**src/rtl/ssp_defs.vh**
```
/*
  Constants for the synchronous serial port: formats, states,
  frame sizes and FIFO shape.
  Assumes inclusion by bare name from the design files.
*/
`ifndef SSP_DEFS_VH
`define SSP_DEFS_VH

// Frame and FIFO shape
`define SSP_WIDTH 16
`define SSP_DEPTH 8
`define SSP_AW 3

// Bus formats
`define SSP_FMT_SPI 2'h0
`define SSP_FMT_SSI 2'h1
`define SSP_FMT_3W 2'h2

// Frame size field limits
`define SSP_FSZ_MIN 4'h3
`define SSP_LEN_MIN 5'h04
`define SSP_LEN_ONE 5'h01

// Edge counter: two pre edges carry the frame-sync pulse
`define SSP_ECNT_PRE 6'h3e
`define SSP_ECNT_LAST_PRE 6'h3f
`define SSP_ECNT_ZERO 6'h00

// Sequencer states for master and slave
`define SSP_ST_IDLE 3'h0
`define SSP_ST_FETCH 3'h1
`define SSP_ST_SETUP 3'h2
`define SSP_ST_RUN 3'h3
`define SSP_ST_HOLD 3'h4

`endif

```
**src/rtl/ssp_core.v**
```verilog
/*
  Synchronous serial port: master or slave on SPI, frame-sync
  or three-wire buses, with transmit and receive FIFOs.
  Assumes all pins arrive asynchronously and are synchronised
  here; configuration ports stay stable while a frame runs.
*/
`timescale 1ns/1ns
`default_nettype none
`include "ssp_defs.vh"
module ssp_core
(
  // Clock, reset and reset release
  input wire sys_clk,
  input wire rst_b,
  input wire port_reset_release_bit,
  // Configuration
  input wire cfg_master,
  input wire [1:0] cfg_format,
  input wire cfg_cpol,
  input wire cfg_cpha,
  input wire [3:0] frame_size_field,
  input wire [7:0] clk_half_div,
  // FIFO data port
  input wire tx_wr_en,
  input wire [15:0] tx_wr_data,
  output wire tx_full,
  input wire rx_rd_en,
  output wire [15:0] rx_rd_data,
  output wire rx_empty,
  // Status
  output reg busy_r,
  // Serial clock pin
  input wire sck_i,
  output reg sck_r,
  output reg sck_oe_b_r,
  // Select or frame-sync pin
  input wire frame_sync_line_i,
  output reg sel_r,
  output reg sel_oe_b_r,
  // Master-in slave-out pin
  input wire miso_i,
  output reg miso_o_r,
  output reg miso_oe_b_r,
  // Master-out slave-in pin
  input wire mosi_i,
  output reg mosi_o_r,
  output reg mosi_oe_b_r
);

  // Block runs only while both resets are released
  wire run; // Combined reset, high when running
  assign run = rst_b & port_reset_release_bit;

  // Two-flop synchronisers for every pin input
  reg sck_m_r, sck_s_r, sck_q_r; // Clock meta, sync, previous
  reg sel_m_r, sel_s_r; // Select meta, sync
  reg miso_m_r, miso_s_r; // MISO meta, sync
  reg mosi_m_r, mosi_s_r; // MOSI meta, sync

  always @(posedge sys_clk)
  begin
    if (!run)
    begin
      sck_m_r <= 1'b0;
      sck_s_r <= 1'b0;
      sck_q_r <= 1'b0;
      sel_m_r <= 1'b1; // Idle high, so no false select after reset
      sel_s_r <= 1'b1;
      miso_m_r <= 1'b0;
      miso_s_r <= 1'b0;
      mosi_m_r <= 1'b0;
      mosi_s_r <= 1'b0;
    end
    else
    begin
      sck_m_r <= sck_i;
      sck_s_r <= sck_m_r;
      sck_q_r <= sck_s_r;
      sel_m_r <= frame_sync_line_i;
      sel_s_r <= sel_m_r;
      miso_m_r <= miso_i;
      miso_s_r <= miso_m_r;
      mosi_m_r <= mosi_i;
      mosi_s_r <= mosi_m_r;
    end
  end

  // Format decode
  wire fmt_ssi; // Frame-sync format
  wire pol; // Clock idle level
  wire pha; // Sample on trailing edge
  wire act_hi; // Select active level
  assign fmt_ssi = (cfg_format == `SSP_FMT_SSI);
  assign pol = (cfg_format == `SSP_FMT_SPI) ? cfg_cpol : 1'b0;
  assign pha = (cfg_format == `SSP_FMT_SPI) ? cfg_cpha : fmt_ssi;
  assign act_hi = fmt_ssi;

  // Frame length; unsupported codes fall back to four bits
  wire [4:0] len; // Bits per frame
  wire [5:0] last_e; // Index of final clock edge
  wire [4:0] pad; // Left shift to put the MSB at bit 15
  assign len = (frame_size_field < `SSP_FSZ_MIN) ? `SSP_LEN_MIN
             : ({1'b0, frame_size_field} + `SSP_LEN_ONE);
  assign last_e = {len, 1'b0} - 6'h01;
  assign pad = 5'h10 - len;

  // Received word with bits above the frame masked off
  wire [15:0] len_mask; // Ones in the low len bits
  assign len_mask = 16'hffff >> pad;

  // Sequencer registers
  reg [2:0] st_r; // Sequencer state
  reg [7:0] div_r; // Half-period down counter
  reg [5:0] ecnt_r; // Clock edge index in frame
  reg [15:0] tx_sh_r; // Outgoing bits, MSB first at bit 15
  reg [15:0] rx_sh_r; // Incoming bits, enter at bit 0
  reg dout_r; // Bit on the data output
  reg pop_r; // Transmit word was popped for this frame
  reg push_r; // Store received word this cycle

  // Half period in system clocks, never below one
  wire [7:0] half_m1; // Reload value of divider
  assign half_m1 = (clk_half_div == 8'h00) ? 8'h00 : (clk_half_div - 8'h01);

  // Slave select qualification
  wire sel_act; // Synchronised select at its active level
  wire sck_edge; // Any edge of external clock
  wire sck_trail; // External clock returning to idle
  assign sel_act = (sel_s_r == act_hi);
  assign sck_edge = sck_s_r ^ sck_q_r;
  assign sck_trail = sck_edge & (sck_s_r == pol);

  // Frame start conditions
  wire slv_start; // Slave sees the start of a frame
  wire m_start; // Master has work queued
  wire start; // Frame begins this cycle
  wire tx_empty; // Transmit FIFO empty
  assign slv_start = fmt_ssi ? (sck_trail & sel_s_r)
                   : sel_act;
  assign m_start = ~tx_empty;
  assign start = (st_r == `SSP_ST_IDLE) & (cfg_master ? m_start : slv_start);

  // Transmit pop at frame start; slave sends zeros if empty
  wire tx_pop; // One-cycle pop request
  assign tx_pop = start & ~tx_empty;

  // Edge event: master divider or slave clock edge
  wire edge_now; // A clock edge to act on
  assign edge_now = (st_r == `SSP_ST_RUN)
                  & (cfg_master ? (div_r == 8'h00) : sck_edge);

  // Edge roles; leading edges have even index
  wire lead; // Edge leaves idle level
  wire pre; // Frame-sync pulse edge, carries no data
  wire samp; // Sample the input on this edge
  wire shft; // Advance the output on this edge
  assign lead = ~ecnt_r[0];
  assign pre = (ecnt_r >= `SSP_ECNT_PRE);
  assign samp = edge_now & ~pre & (pha ? ~lead : lead);
  assign shft = edge_now & ~pre & (pha ? lead : ~lead);

  // Input bit: master reads MISO, slave reads MOSI
  wire din; // Selected serial input
  assign din = cfg_master ? miso_s_r : mosi_s_r;

  // Last edge of the frame
  wire fin; // Final edge taken now
  assign fin = edge_now & (ecnt_r == last_e);

  // Loaded transmit word, left-justified
  wire [15:0] tx_word; // Word for this frame
  wire [15:0] tx_fifo_data; // Popped transmit word
  wire [15:0] tx_just; // Word moved to the top bits
  assign tx_word = pop_r ? tx_fifo_data : 16'h0000;
  assign tx_just = tx_word << pad;

  // Sequencer and shifters
  always @(posedge sys_clk)
  begin
    if (!run)
    begin
      st_r <= `SSP_ST_IDLE;
      div_r <= 8'h00;
      ecnt_r <= `SSP_ECNT_ZERO;
      tx_sh_r <= 16'h0000;
      rx_sh_r <= 16'h0000;
      dout_r <= 1'b0;
      pop_r <= 1'b0;
      push_r <= 1'b0;
      sck_r <= 1'b0;
      sel_r <= 1'b1;
    end
    else
    begin
      push_r <= 1'b0;
      case (st_r)
        `SSP_ST_IDLE:
        begin
          // Clock parked at idle level, select inactive
          sck_r <= pol;
          sel_r <= ~act_hi;
          pop_r <= tx_pop;
          if (start)
          begin
            st_r <= `SSP_ST_FETCH;
          end
        end
        `SSP_ST_FETCH:
        begin
          // Popped word is now on the FIFO read register
          tx_sh_r <= tx_just;
          dout_r <= tx_just[15]; // First bit ready before any edge
          rx_sh_r <= 16'h0000;
          div_r <= half_m1;
          // Frame-sync master emits one sync clock first
          ecnt_r <= (cfg_master & fmt_ssi) ? `SSP_ECNT_PRE : `SSP_ECNT_ZERO;
          if (cfg_master)
          begin
            sel_r <= act_hi;
            st_r <= `SSP_ST_SETUP;
          end
          else
          begin
            st_r <= `SSP_ST_RUN;
          end
        end
        `SSP_ST_SETUP:
        begin
          // Select leads the first clock edge by a full period
          if (div_r == 8'h00)
          begin
            div_r <= half_m1;
            st_r <= `SSP_ST_RUN;
          end
          else
          begin
            div_r <= div_r - 8'h01;
          end
        end
        `SSP_ST_RUN:
        begin
          // Master divider paces the edges
          if (cfg_master)
          begin
            div_r <= (div_r == 8'h00) ? half_m1 : (div_r - 8'h01);
          end
          if (edge_now)
          begin
            ecnt_r <= ecnt_r + 6'h01;
            if (cfg_master)
            begin
              sck_r <= ~sck_r;
              // Sync pulse ends as the first data bit starts
              if (fmt_ssi & (ecnt_r == `SSP_ECNT_LAST_PRE))
              begin
                sel_r <= ~act_hi;
              end
            end
          end
          // Input is sampled and output advanced on opposite clock edges
          if (samp)
          begin
            rx_sh_r <= {rx_sh_r[14:0], din};
          end
          if (shft)
          begin
            // Trailing-phase mode shows its first bit on edge zero
            if (pha & (ecnt_r == `SSP_ECNT_ZERO))
            begin
              dout_r <= tx_sh_r[15];
            end
            else
            begin
              tx_sh_r <= {tx_sh_r[14:0], 1'b0};
              dout_r <= tx_sh_r[14];
            end
          end
          if (fin)
          begin
            push_r <= 1'b1;
            st_r <= cfg_master ? `SSP_ST_HOLD : `SSP_ST_IDLE;
          end
          else if (~cfg_master & ~fmt_ssi & ~sel_act)
          begin
            // Deselect mid-frame: partial frame is dropped
            st_r <= `SSP_ST_IDLE;
          end
        end
        `SSP_ST_HOLD:
        begin
          // Select held a half period past the last edge
          if (div_r == 8'h00)
          begin
            sel_r <= ~act_hi;
            st_r <= `SSP_ST_IDLE;
          end
          else
          begin
            div_r <= div_r - 8'h01;
          end
        end
        default:
        begin
          st_r <= `SSP_ST_IDLE;
        end
      endcase
    end
  end

  // Pin drivers; enables are low while driving
  always @(posedge sys_clk)
  begin
    if (!run)
    begin
      sck_oe_b_r <= 1'b1;
      sel_oe_b_r <= 1'b1;
      miso_o_r <= 1'b0;
      miso_oe_b_r <= 1'b1;
      mosi_o_r <= 1'b0;
      mosi_oe_b_r <= 1'b1;
      busy_r <= 1'b0;
    end
    else
    begin
      // Master owns clock, select and MOSI
      sck_oe_b_r <= ~cfg_master;
      sel_oe_b_r <= ~cfg_master;
      mosi_oe_b_r <= ~cfg_master;
      mosi_o_r <= dout_r;
      // Slave drives MISO only while selected; a frame-sync slave drives it while a frame runs
      miso_oe_b_r <= cfg_master | ~(fmt_ssi ? (st_r != `SSP_ST_IDLE) : sel_act);
      miso_o_r <= dout_r;
      busy_r <= (st_r != `SSP_ST_IDLE);
    end
  end

  // Transmit FIFO: software writes push frames
  ssp_fifo #(
    .WIDTH(`SSP_WIDTH),
    .DEPTH(`SSP_DEPTH),
    .AW(`SSP_AW)
  ) u_tx_fifo (
    .sys_clk(sys_clk),
    .rst_b(run),
    .wr_en(tx_wr_en),
    .wr_data(tx_wr_data),
    .full(tx_full),
    .rd_en(tx_pop),
    .rd_data(tx_fifo_data),
    .empty(tx_empty)
  );

  // Receive FIFO: completed frames land here; overflow drops
  ssp_fifo #(
    .WIDTH(`SSP_WIDTH),
    .DEPTH(`SSP_DEPTH),
    .AW(`SSP_AW)
  ) u_rx_fifo (
    .sys_clk(sys_clk),
    .rst_b(run),
    .wr_en(push_r),
    .wr_data(rx_sh_r & len_mask),
    .full(),
    .rd_en(rx_rd_en),
    .rd_data(rx_rd_data),
    .empty(rx_empty)
  );

endmodule
`default_nettype wire

```
**src/rtl/ssp_fifo.v**
```verilog
/*
  Small synchronous FIFO with registered flags and registered
  read data (data appears the cycle after a pop).
  Assumes one clock and a synchronous active-low reset.
*/
`timescale 1ns/1ns
`default_nettype none
module ssp_fifo
#(
  parameter WIDTH = 16,
  parameter DEPTH = 8,
  parameter AW = 3
)
(
  // Clock and reset
  input wire sys_clk,
  input wire rst_b,
  // Fill side
  input wire wr_en,
  input wire [WIDTH-1:0] wr_data,
  output reg full,
  // Drain side
  input wire rd_en,
  output reg [WIDTH-1:0] rd_data,
  output reg empty
);

  reg [WIDTH-1:0] mem [0:DEPTH-1]; // Frame storage
  reg [AW-1:0] wr_ptr_r; // Next slot to write
  reg [AW-1:0] rd_ptr_r; // Oldest slot
  reg [AW:0] count_r; // Frames held
  reg [AW:0] count_nxt;
  wire push; // Accepted write
  wire pop; // Accepted read

  // Writes to a full FIFO and reads of an empty one are dropped
  assign push = wr_en & ~full;
  assign pop = rd_en & ~empty;

  // Occupancy after this cycle
  always @*
  begin
    count_nxt = count_r;
    if (push & ~pop)
    begin
      count_nxt = count_r + 1'b1;
    end
    else if (pop & ~push)
    begin
      count_nxt = count_r - 1'b1;
    end
  end

  // Storage has no reset; only the pointers matter
  always @(posedge sys_clk)
  begin
    if (push)
    begin
      mem[wr_ptr_r] <= wr_data;
    end
  end

  // Pointers, flags and read register
  always @(posedge sys_clk)
  begin
    if (!rst_b)
    begin
      wr_ptr_r <= {AW{1'b0}};
      rd_ptr_r <= {AW{1'b0}};
      count_r <= {(AW+1){1'b0}};
      full <= 1'b0;
      empty <= 1'b1;
      rd_data <= {WIDTH{1'b0}};
    end
    else
    begin
      if (push)
      begin
        wr_ptr_r <= wr_ptr_r + 1'b1;
      end
      if (pop)
      begin
        rd_ptr_r <= rd_ptr_r + 1'b1;
        rd_data <= mem[rd_ptr_r];
      end
      count_r <= count_nxt;
      full <= (count_nxt == DEPTH[AW:0]);
      empty <= (count_nxt == {(AW+1){1'b0}});
    end
  end

endmodule
`default_nettype wire

```
**config.mk**
```make
export PLATFORM = sky130hd
export DESIGN_NAME = ssp_core
export DESIGN_NICKNAME = d
export VERILOG_FILES = /design/src/rtl/ssp_core.v /design/src/rtl/ssp_fifo.v
export VERILOG_INCLUDE_DIRS = /design/src /design/src/rtl
export SDC_FILE = /design/constraint.sdc
export NUM_CORES = 1
export LEC_CHECK = 0
export ABC_AREA = 1
export BUFFER_PORTS_ARGS = -buffer_cell sky130_fd_sc_hd__buf_4
export CAP_MARGIN = 10
export CORE_MARGIN = 5
export CORE_UTILIZATION = 56
export CTS_BUF_LIST = sky130_fd_sc_hd__clkbuf_16
export DETAILED_ROUTE_END_ITERATION = 10
export GPL_TIMING_DRIVEN = 0
export PLACE_DENSITY_LB_ADDON = 0.08
export SLEW_MARGIN = 20
export SYNTH_ARGS = -nofsm -noshare
export SYNTH_HDL_FRONTEND = slang
export SYNTH_SLANG_ARGS = --single-unit
```
**constraint.sdc**
```tcl
create_clock -name sys_clk -period 2.71 [get_ports sys_clk]
set_input_delay 0.542 -clock sys_clk [delete_from_list [all_inputs] [get_ports sys_clk]]
set_output_delay 0.542 -clock sys_clk [all_outputs]
set_load 0.03 [all_outputs]
```
Word-level counts from Yosys, hierarchy flattened. Memories as Yosys holds them, arrays and structs flattened. A register that Yosys moved wholly into a read port is not among the register bits. Cells that the tools add are included.

Add/subtract/negate cells: 14. Order comparisons: 2. Equal/unequal tests: 23. Shift operators: 2. Mux-type cells: 53. Bitwise logic cells: 41. Reductions and logical operators: 23.

Operators by type and width (count): two-way mux 16 bit (4); case mux 16 bit (2 select lines) (2); two-way mux 8 bit (4); case mux 8 bit (4 select lines) (1); two-way mux 1 bit (24); bitwise AND 1 bit (23); != test 2 bit, second input constant (10); two-way mux 3 bit (6); bitwise AND 16 bit (1); logical NOT 8 bit (2); two-way mux 4 bit (4); left shift 16 x 5 -> 16 bit (1); >> shifter 16 x 5 -> 16 bit, first input constant (1); subtractor 8 x 1 -> 8 bit, second input constant (2); NOT 1 bit (15); case mux 3 bit (5 select lines) (1); adder 3 x 1 -> 3 bit, second input constant (4); two-way mux 6 bit (2); case mux 6 bit (2 select lines) (1); AND reduction 3 bit (3); adder 4 x 1 -> 4 bit, second input constant (2); equality test 4 bit, second input constant (2); logical NOT 4 bit (2); AND reduction 2 bit (4); other kinds (30) (37).

Flip-flop bits (word level): 91. Memory bits (writable): 256. Output and inout bits: 27. Memories kept: 2.

Memory list: u_rx_fifo.mem (depth 8, width 16, rd ports 1, clocked after memory_dff 1, wr ports 1, RTL line ssp_fifo.v:28) `reg [WIDTH-1:0] mem [0:DEPTH-1];`; u_tx_fifo.mem (depth 8, width 16, rd ports 1, clocked after memory_dff 1, wr ports 1, RTL line ssp_fifo.v:28).

Depth between registers and ports, before layout.
Depth after elaboration: 14. Depth in mapped cells: 19.

Modules after synthesis. A second synthesis with hierarchy kept.

Cell total of the unflattened synthesis: 1793. Area, all modules: 17242.8 µm².

Modules (own cells, without submodules): ssp_fifo at u_tx_fifo (times used 1, cells an instance 522, area an instance 6357.3 µm², sequential area each 4404.2 µm²); ssp_fifo at u_rx_fifo (times used 1, cells an instance 522, area an instance 6188.4 µm², sequential area each 4404.2 µm²); ssp_core (times used 1, cells an instance 749, area an instance 4697.0 µm², sequential area each 1341.3 µm²).

Worst setup path after synthesis. OpenSTA, ideal clock, no wires.

Kind: in2reg. Start: input frame_size_field[0]. End: memory u_rx_fifo.mem[0][2], data pin. Data arrival time: 2646 ps. Required time: 2433 ps. Slack: -213 ps. Stages: 11. Buffers on the path: 2. Cell sequence: ha_1 -> inv_1 -> nand2_2 -> nand2_4 -> buf_2 -> ha_1 -> inv_1 -> ha_1 -> clkbuf_1 -> nor2_1 -> a211oi_1.

Cells in the longest elaborated chain, start to end: 5. Elaborated cells between the ends (all ways): 6. Those cells by class: add/sub (2); order compare (1); shift (1); mux (1); bitwise (1).

RTL lines: start: declaration (RTL line ssp_core.v:21) `input wire [3:0] frame_size_field,`; adder 4 x 1 -> 5 bit (no source line) / < comparator 4 x 2 -> 1 bit (equally long branches); two-way mux 5 bit * (RTL line ssp_core.v:102) `` assign len = (frame_size_field < `SSP_FSZ_MIN) ? `SSP_LEN_MIN ``; subtractor 5 bit * (RTL line ssp_core.v:105) `assign pad = 5'h10 - len;`; >> shifter 16 x 5 -> 16 bit * (RTL line ssp_core.v:109) `assign len_mask = 16'hffff >> pad;`; bitwise AND 16 bit * (RTL line ssp_core.v:362) `.wr_data(rx_sh_r & len_mask),`; via u_rx_fifo.wr_data[2] (RTL line ssp_fifo.v:20) `input wire [WIDTH-1:0] wr_data,`; end: declaration (RTL line ssp_fifo.v:28).

Mark *: on every way through the listed nets, which the timed path passes. The rest lies on a longest branch.

Final worst setup path.
Start: input frame_size_field[0]. End: memory u_rx_fifo.mem[0][14], data pin.

The elaborated chain is that of the path after synthesis.

==> flow_metrics.env <==
export IMPL_yosys_area_top_type="edfxtp_1"
export IMPL_drc=0
export IMPL_p_comb_share_pct=7.0
export IMPL_yosys_area_top_type_share_pct=46.2
export IMPL_clk_latency_ns=0.54
export IMPL_io_pin_count=69
export IMPL_hold_end="sel_m_r$_SDFF_PN1_"
export IMPL_slew_viol_final=0
export IMPL_die_w_um=182
export IMPL_drtIter0Drc=1255
export IMPL_timing_rr_start="u_rx_fifo.rd_ptr_r[0]$_SDFFE_PN0P_"
export IMPL_setup_ws_ns=0.0874
export IMPL_seq_area_frac_synth_pct=61.0
export IMPL_internal_power_mw=9.49
export IMPL_min_delay_start="frame_sync_line_i"
export IMPL_pwr_share_seq_pct=50.3
export IMPL_wl_um=43300
export IMPL_die_y_um=182
export IMPL_io_buffers=66
export IMPL_arrival_ns=2.87
export IMPL_start_util_pct=56.5
export IMPL_hold_viol_final=0
export IMPL_area_growth_pct=16.2
export IMPL_grt_pass1_wl_um=67800
export IMPL_rows=63
export IMPL_yosys_warnings=0
export IMPL_postCtsHoldBufs=0
export IMPL_cts_tree="built"
export IMPL_fmax_ghz=0.381
export IMPL_avgSynthCellArea_sq_um=9.63
export IMPL_worst_slew_pin_slew_ns=0.976
export IMPL_p_clk_share_pct=42.7
export IMPL_drive_above_1_share_pct=13.2
export IMPL_rsz0062_at_grt="yes"
export IMPL_post_route_period_util_pct=96.8
export IMPL_diodes=0
export IMPL_ys_seq_elements=379
export IMPL_hp_class="primary input to flop"
export IMPL_via_per_inst=5.72
export IMPL_wire_per_inst_um=19.0
export IMPL_stdcell_area_sq_um=19400
export IMPL_layout_nets=1920
export IMPL_drtAntennaViolNets=0
export IMPL_mappedNetlistNets=1789
export IMPL_crit_path_max_fanout=10
export IMPL_worstPathRequired_ns=2.96
export IMPL_dp_hpwl_um=30300
export IMPL_end_kind="flop"
export IMPL_grt_usage_pct=25.6
export IMPL_synthFlopType="edfxtp_1"
export IMPL_synth_cell_types=46
export IMPL_synthTopCellsByArea="edfxtp_1 46%, dfxtp_1 15%, o21ai_0 7.0%"
export IMPL_status="completed"
export IMPL_path_class="primary input to flop"
export IMPL_swShare_pct=23.2
export IMPL_r2r_cells=8
export IMPL_dr_total_vias=13100
export IMPL_p_per_area_nw_per_um2=638
export IMPL_setup_viol=0
export IMPL_power_mw=12.3
export IMPL_clkSlewWorstSetupHoldPaths_ns=0.06
export IMPL_cts_max_path_buffers=3
export IMPL_r2r_end="u_rx_fifo.rd_data[15]$_SDFFE_PN0P_"
export IMPL_die_area_sq_um=33300
export IMPL_ff2ff_setup_slack_ns=0.37
export IMPL_core_area_sq_um=29500
export IMPL_cts_sinks=379
export IMPL_grt_overflow_total=0
export IMPL_antenna_found_initial=0
export IMPL_cts_root_buf="clkbuf_16"
export IMPL_fin_skew_ns=0.0202
export IMPL_grt_max_degree=15
export IMPL_power_leakage_nw=7.58
export IMPL_final_util_pct=65.6
export IMPL_worstHoldPathCells=2
export IMPL_htreeDepth=2
export IMPL_syn_instance_count=1729
export IMPL_start_kind="primary input"
export IMPL_numCtsBuffers=41
export IMPL_syn_area_sq_um=16600
export IMPL_power_switching_mw=2.86
export IMPL_dpl_cell_area_sq_um=17900
export IMPL_maxSlewHeadroom_pct=35.0
export IMPL_grt_pass1_vias=12600
export IMPL_irDropWorstVdd_uv=599
export IMPL_postSynth_asyncResetShare_pct=0
export IMPL_cap_violations=0
export IMPL_min_period_ns=2.62
export IMPL_synth_edf_count=256
export IMPL_pre_cts_slack_ns=-1.08
export IMPL_gp_congestion=0.933
export IMPL_drtPass1Iterations=9
[critical path: stages]
cell and delay [ns]:
buf_4 0.14, ha_1 0.24, nor2_1 0.11, nand2_1 0.06, nand2_1 0.22, nand4_1 0.17, nand2_2 0.17, buf_4 0.21
nand3_1 0.39, nor3_2 0.61
[layout make-up]
class,instances,area [sq um]
timing repair buffer,88,772
inverter,173,652
sequential,379,10100
clock inverter,34,225
clock buffer,42,1050
fill,2390,10100
buffer,88,413
multi-input combinational,1089,5600
tap,390,488
[Yosys cell counts, types with 16 or more instances]
cell and n:
ha_1 18, o221ai_1 16, o21ai_0 234, inv_1 163, a31oi_1 20, nor2_1 242, a21oi_1 49, nand2_1 241
dfxtp_1 123, edfxtp_1 256, clkbuf_1 63, o22ai_1 66, nand3_1 83
[how the worst max path moves through the flow]
| stage | depth (start not counted) | endpoint | start |
|---|---|---|---|
| 5_1_grt | 10 | u_rx_fifo.mem[7][14]$_DFFE_PP_ | frame_size_field[0] |
| 3_3_place_gp | 11 | u_rx_fifo.mem[4][6]$_DFFE_PP_ | frame_size_field[0] |
| 3_5_place_dp | 11 | u_rx_fifo.mem[7][6]$_DFFE_PP_ | frame_size_field[0] |
| 6_report | 10 | u_rx_fifo.mem[0][14]$_DFFE_PP_ | frame_size_field[0] |
| 4_1_cts | 19 | dout_r$_SDFFE_PN0P_ | frame_size_field[0] |
| 2_1_floorplan | 11 | u_rx_fifo.mem[0][2]$_DFFE_PP_ | frame_size_field[0] |
[timing repair]
item                                    4_1_cts  5_1_grt
pin swaps                                     2        2
buffers inserted                              2        4
endpoints found under the hold margin         0        0
endpoints found under the setup margin       84       73
gates resized for setup                       9       12
[state kept, by name (all words and copies together) (netlist names), 3 cells and up]
name / flops
u_rx_fifo.mem: 128
u_tx_fifo.mem: 128
rx_sh_r: 16
tx_sh_r: 16
u_rx_fifo.rd_data: 16
u_tx_fifo.rd_data: 16
div_r: 8
ecnt_r: 6
u_rx_fifo.count_r: 4
u_tx_fifo.count_r: 4
st_r: 3
u_rx_fifo.rd_ptr_r: 3
u_rx_fifo.wr_ptr_r: 3
u_tx_fifo.rd_ptr_r: 3
u_tx_fifo.wr_ptr_r: 3
[power groups by stage]
stage                     combinational, mW  clock [mW]  sequential, mW
after floorplan                       0.522           0            6.35
after global placement                0.806           0            6.33
after detailed placement              0.823           0            6.33
after CTS                             0.836        5.35            6.21
after global routing                  0.961        5.62            6.21
final                                 0.868        5.27            6.21
[cells by family after synthesis]
group           share of synthesized area [%]
compound gates                           14.4
fa+ha+maj                                1.35
flops                                    61.0
simple gates                             16.1
buf+inv                                  6.31
xor+xnor                                0.894
[placed cells by master, fill, tap and decap left out, types with 7 or more instances in the layout]
master / n
a21oi_1: 49
a31oi_1: 20
buf_2: 13
buf_4: 78
buf_6: 13
buf_8: 7
clkbuf_1: 60
clkbuf_16: 42
clkinv_1: 10
clkinv_2: 9
dfxtp_1: 123
edfxtp_1: 256
ha_1: 16
inv_1: 174
inv_2: 8
nand2_1: 239
nand2_2: 11
nand3_1: 83
nand4_1: 8
nor2_1: 222
nor2_2: 25
nor3_1: 10
o211ai_1: 13
o21ai_0: 234
o21ai_1: 11
o221ai_1: 16
o22ai_1: 66
xnor2_1: 7
xor2_1: 10
[per-stage QoR]
| step | setup TNS, ns | hold slack (ns) | instances |
|---|---|---|---|
| 6_report | 0 | 0.202 | 2283 |
| 3_3_place_gp | -119.04 | 0.395 | 2185 |
| 3_5_place_dp | -79.00 | 0.403 | 2201 |
| 4_1_cts | 0 | 0.184 | 2279 |
| 5_1_grt | -1.49 | 0.195 | 2283 |
| 2_1_floorplan | 0 | 0.393 | 1729 |
[routing by layer]
layer,routed length (um),part of all wire (%),vias to the layer above,track usage (%)
met3,2890,6.7,98,3.57
li1,-,-,6249,-
met4,1380,3.2,0,8.14
met1,18000,42,6224,34.2
met5,0,0,-,0
met2,21000,49,486,43.7
(Power assumes the default switching activity.)
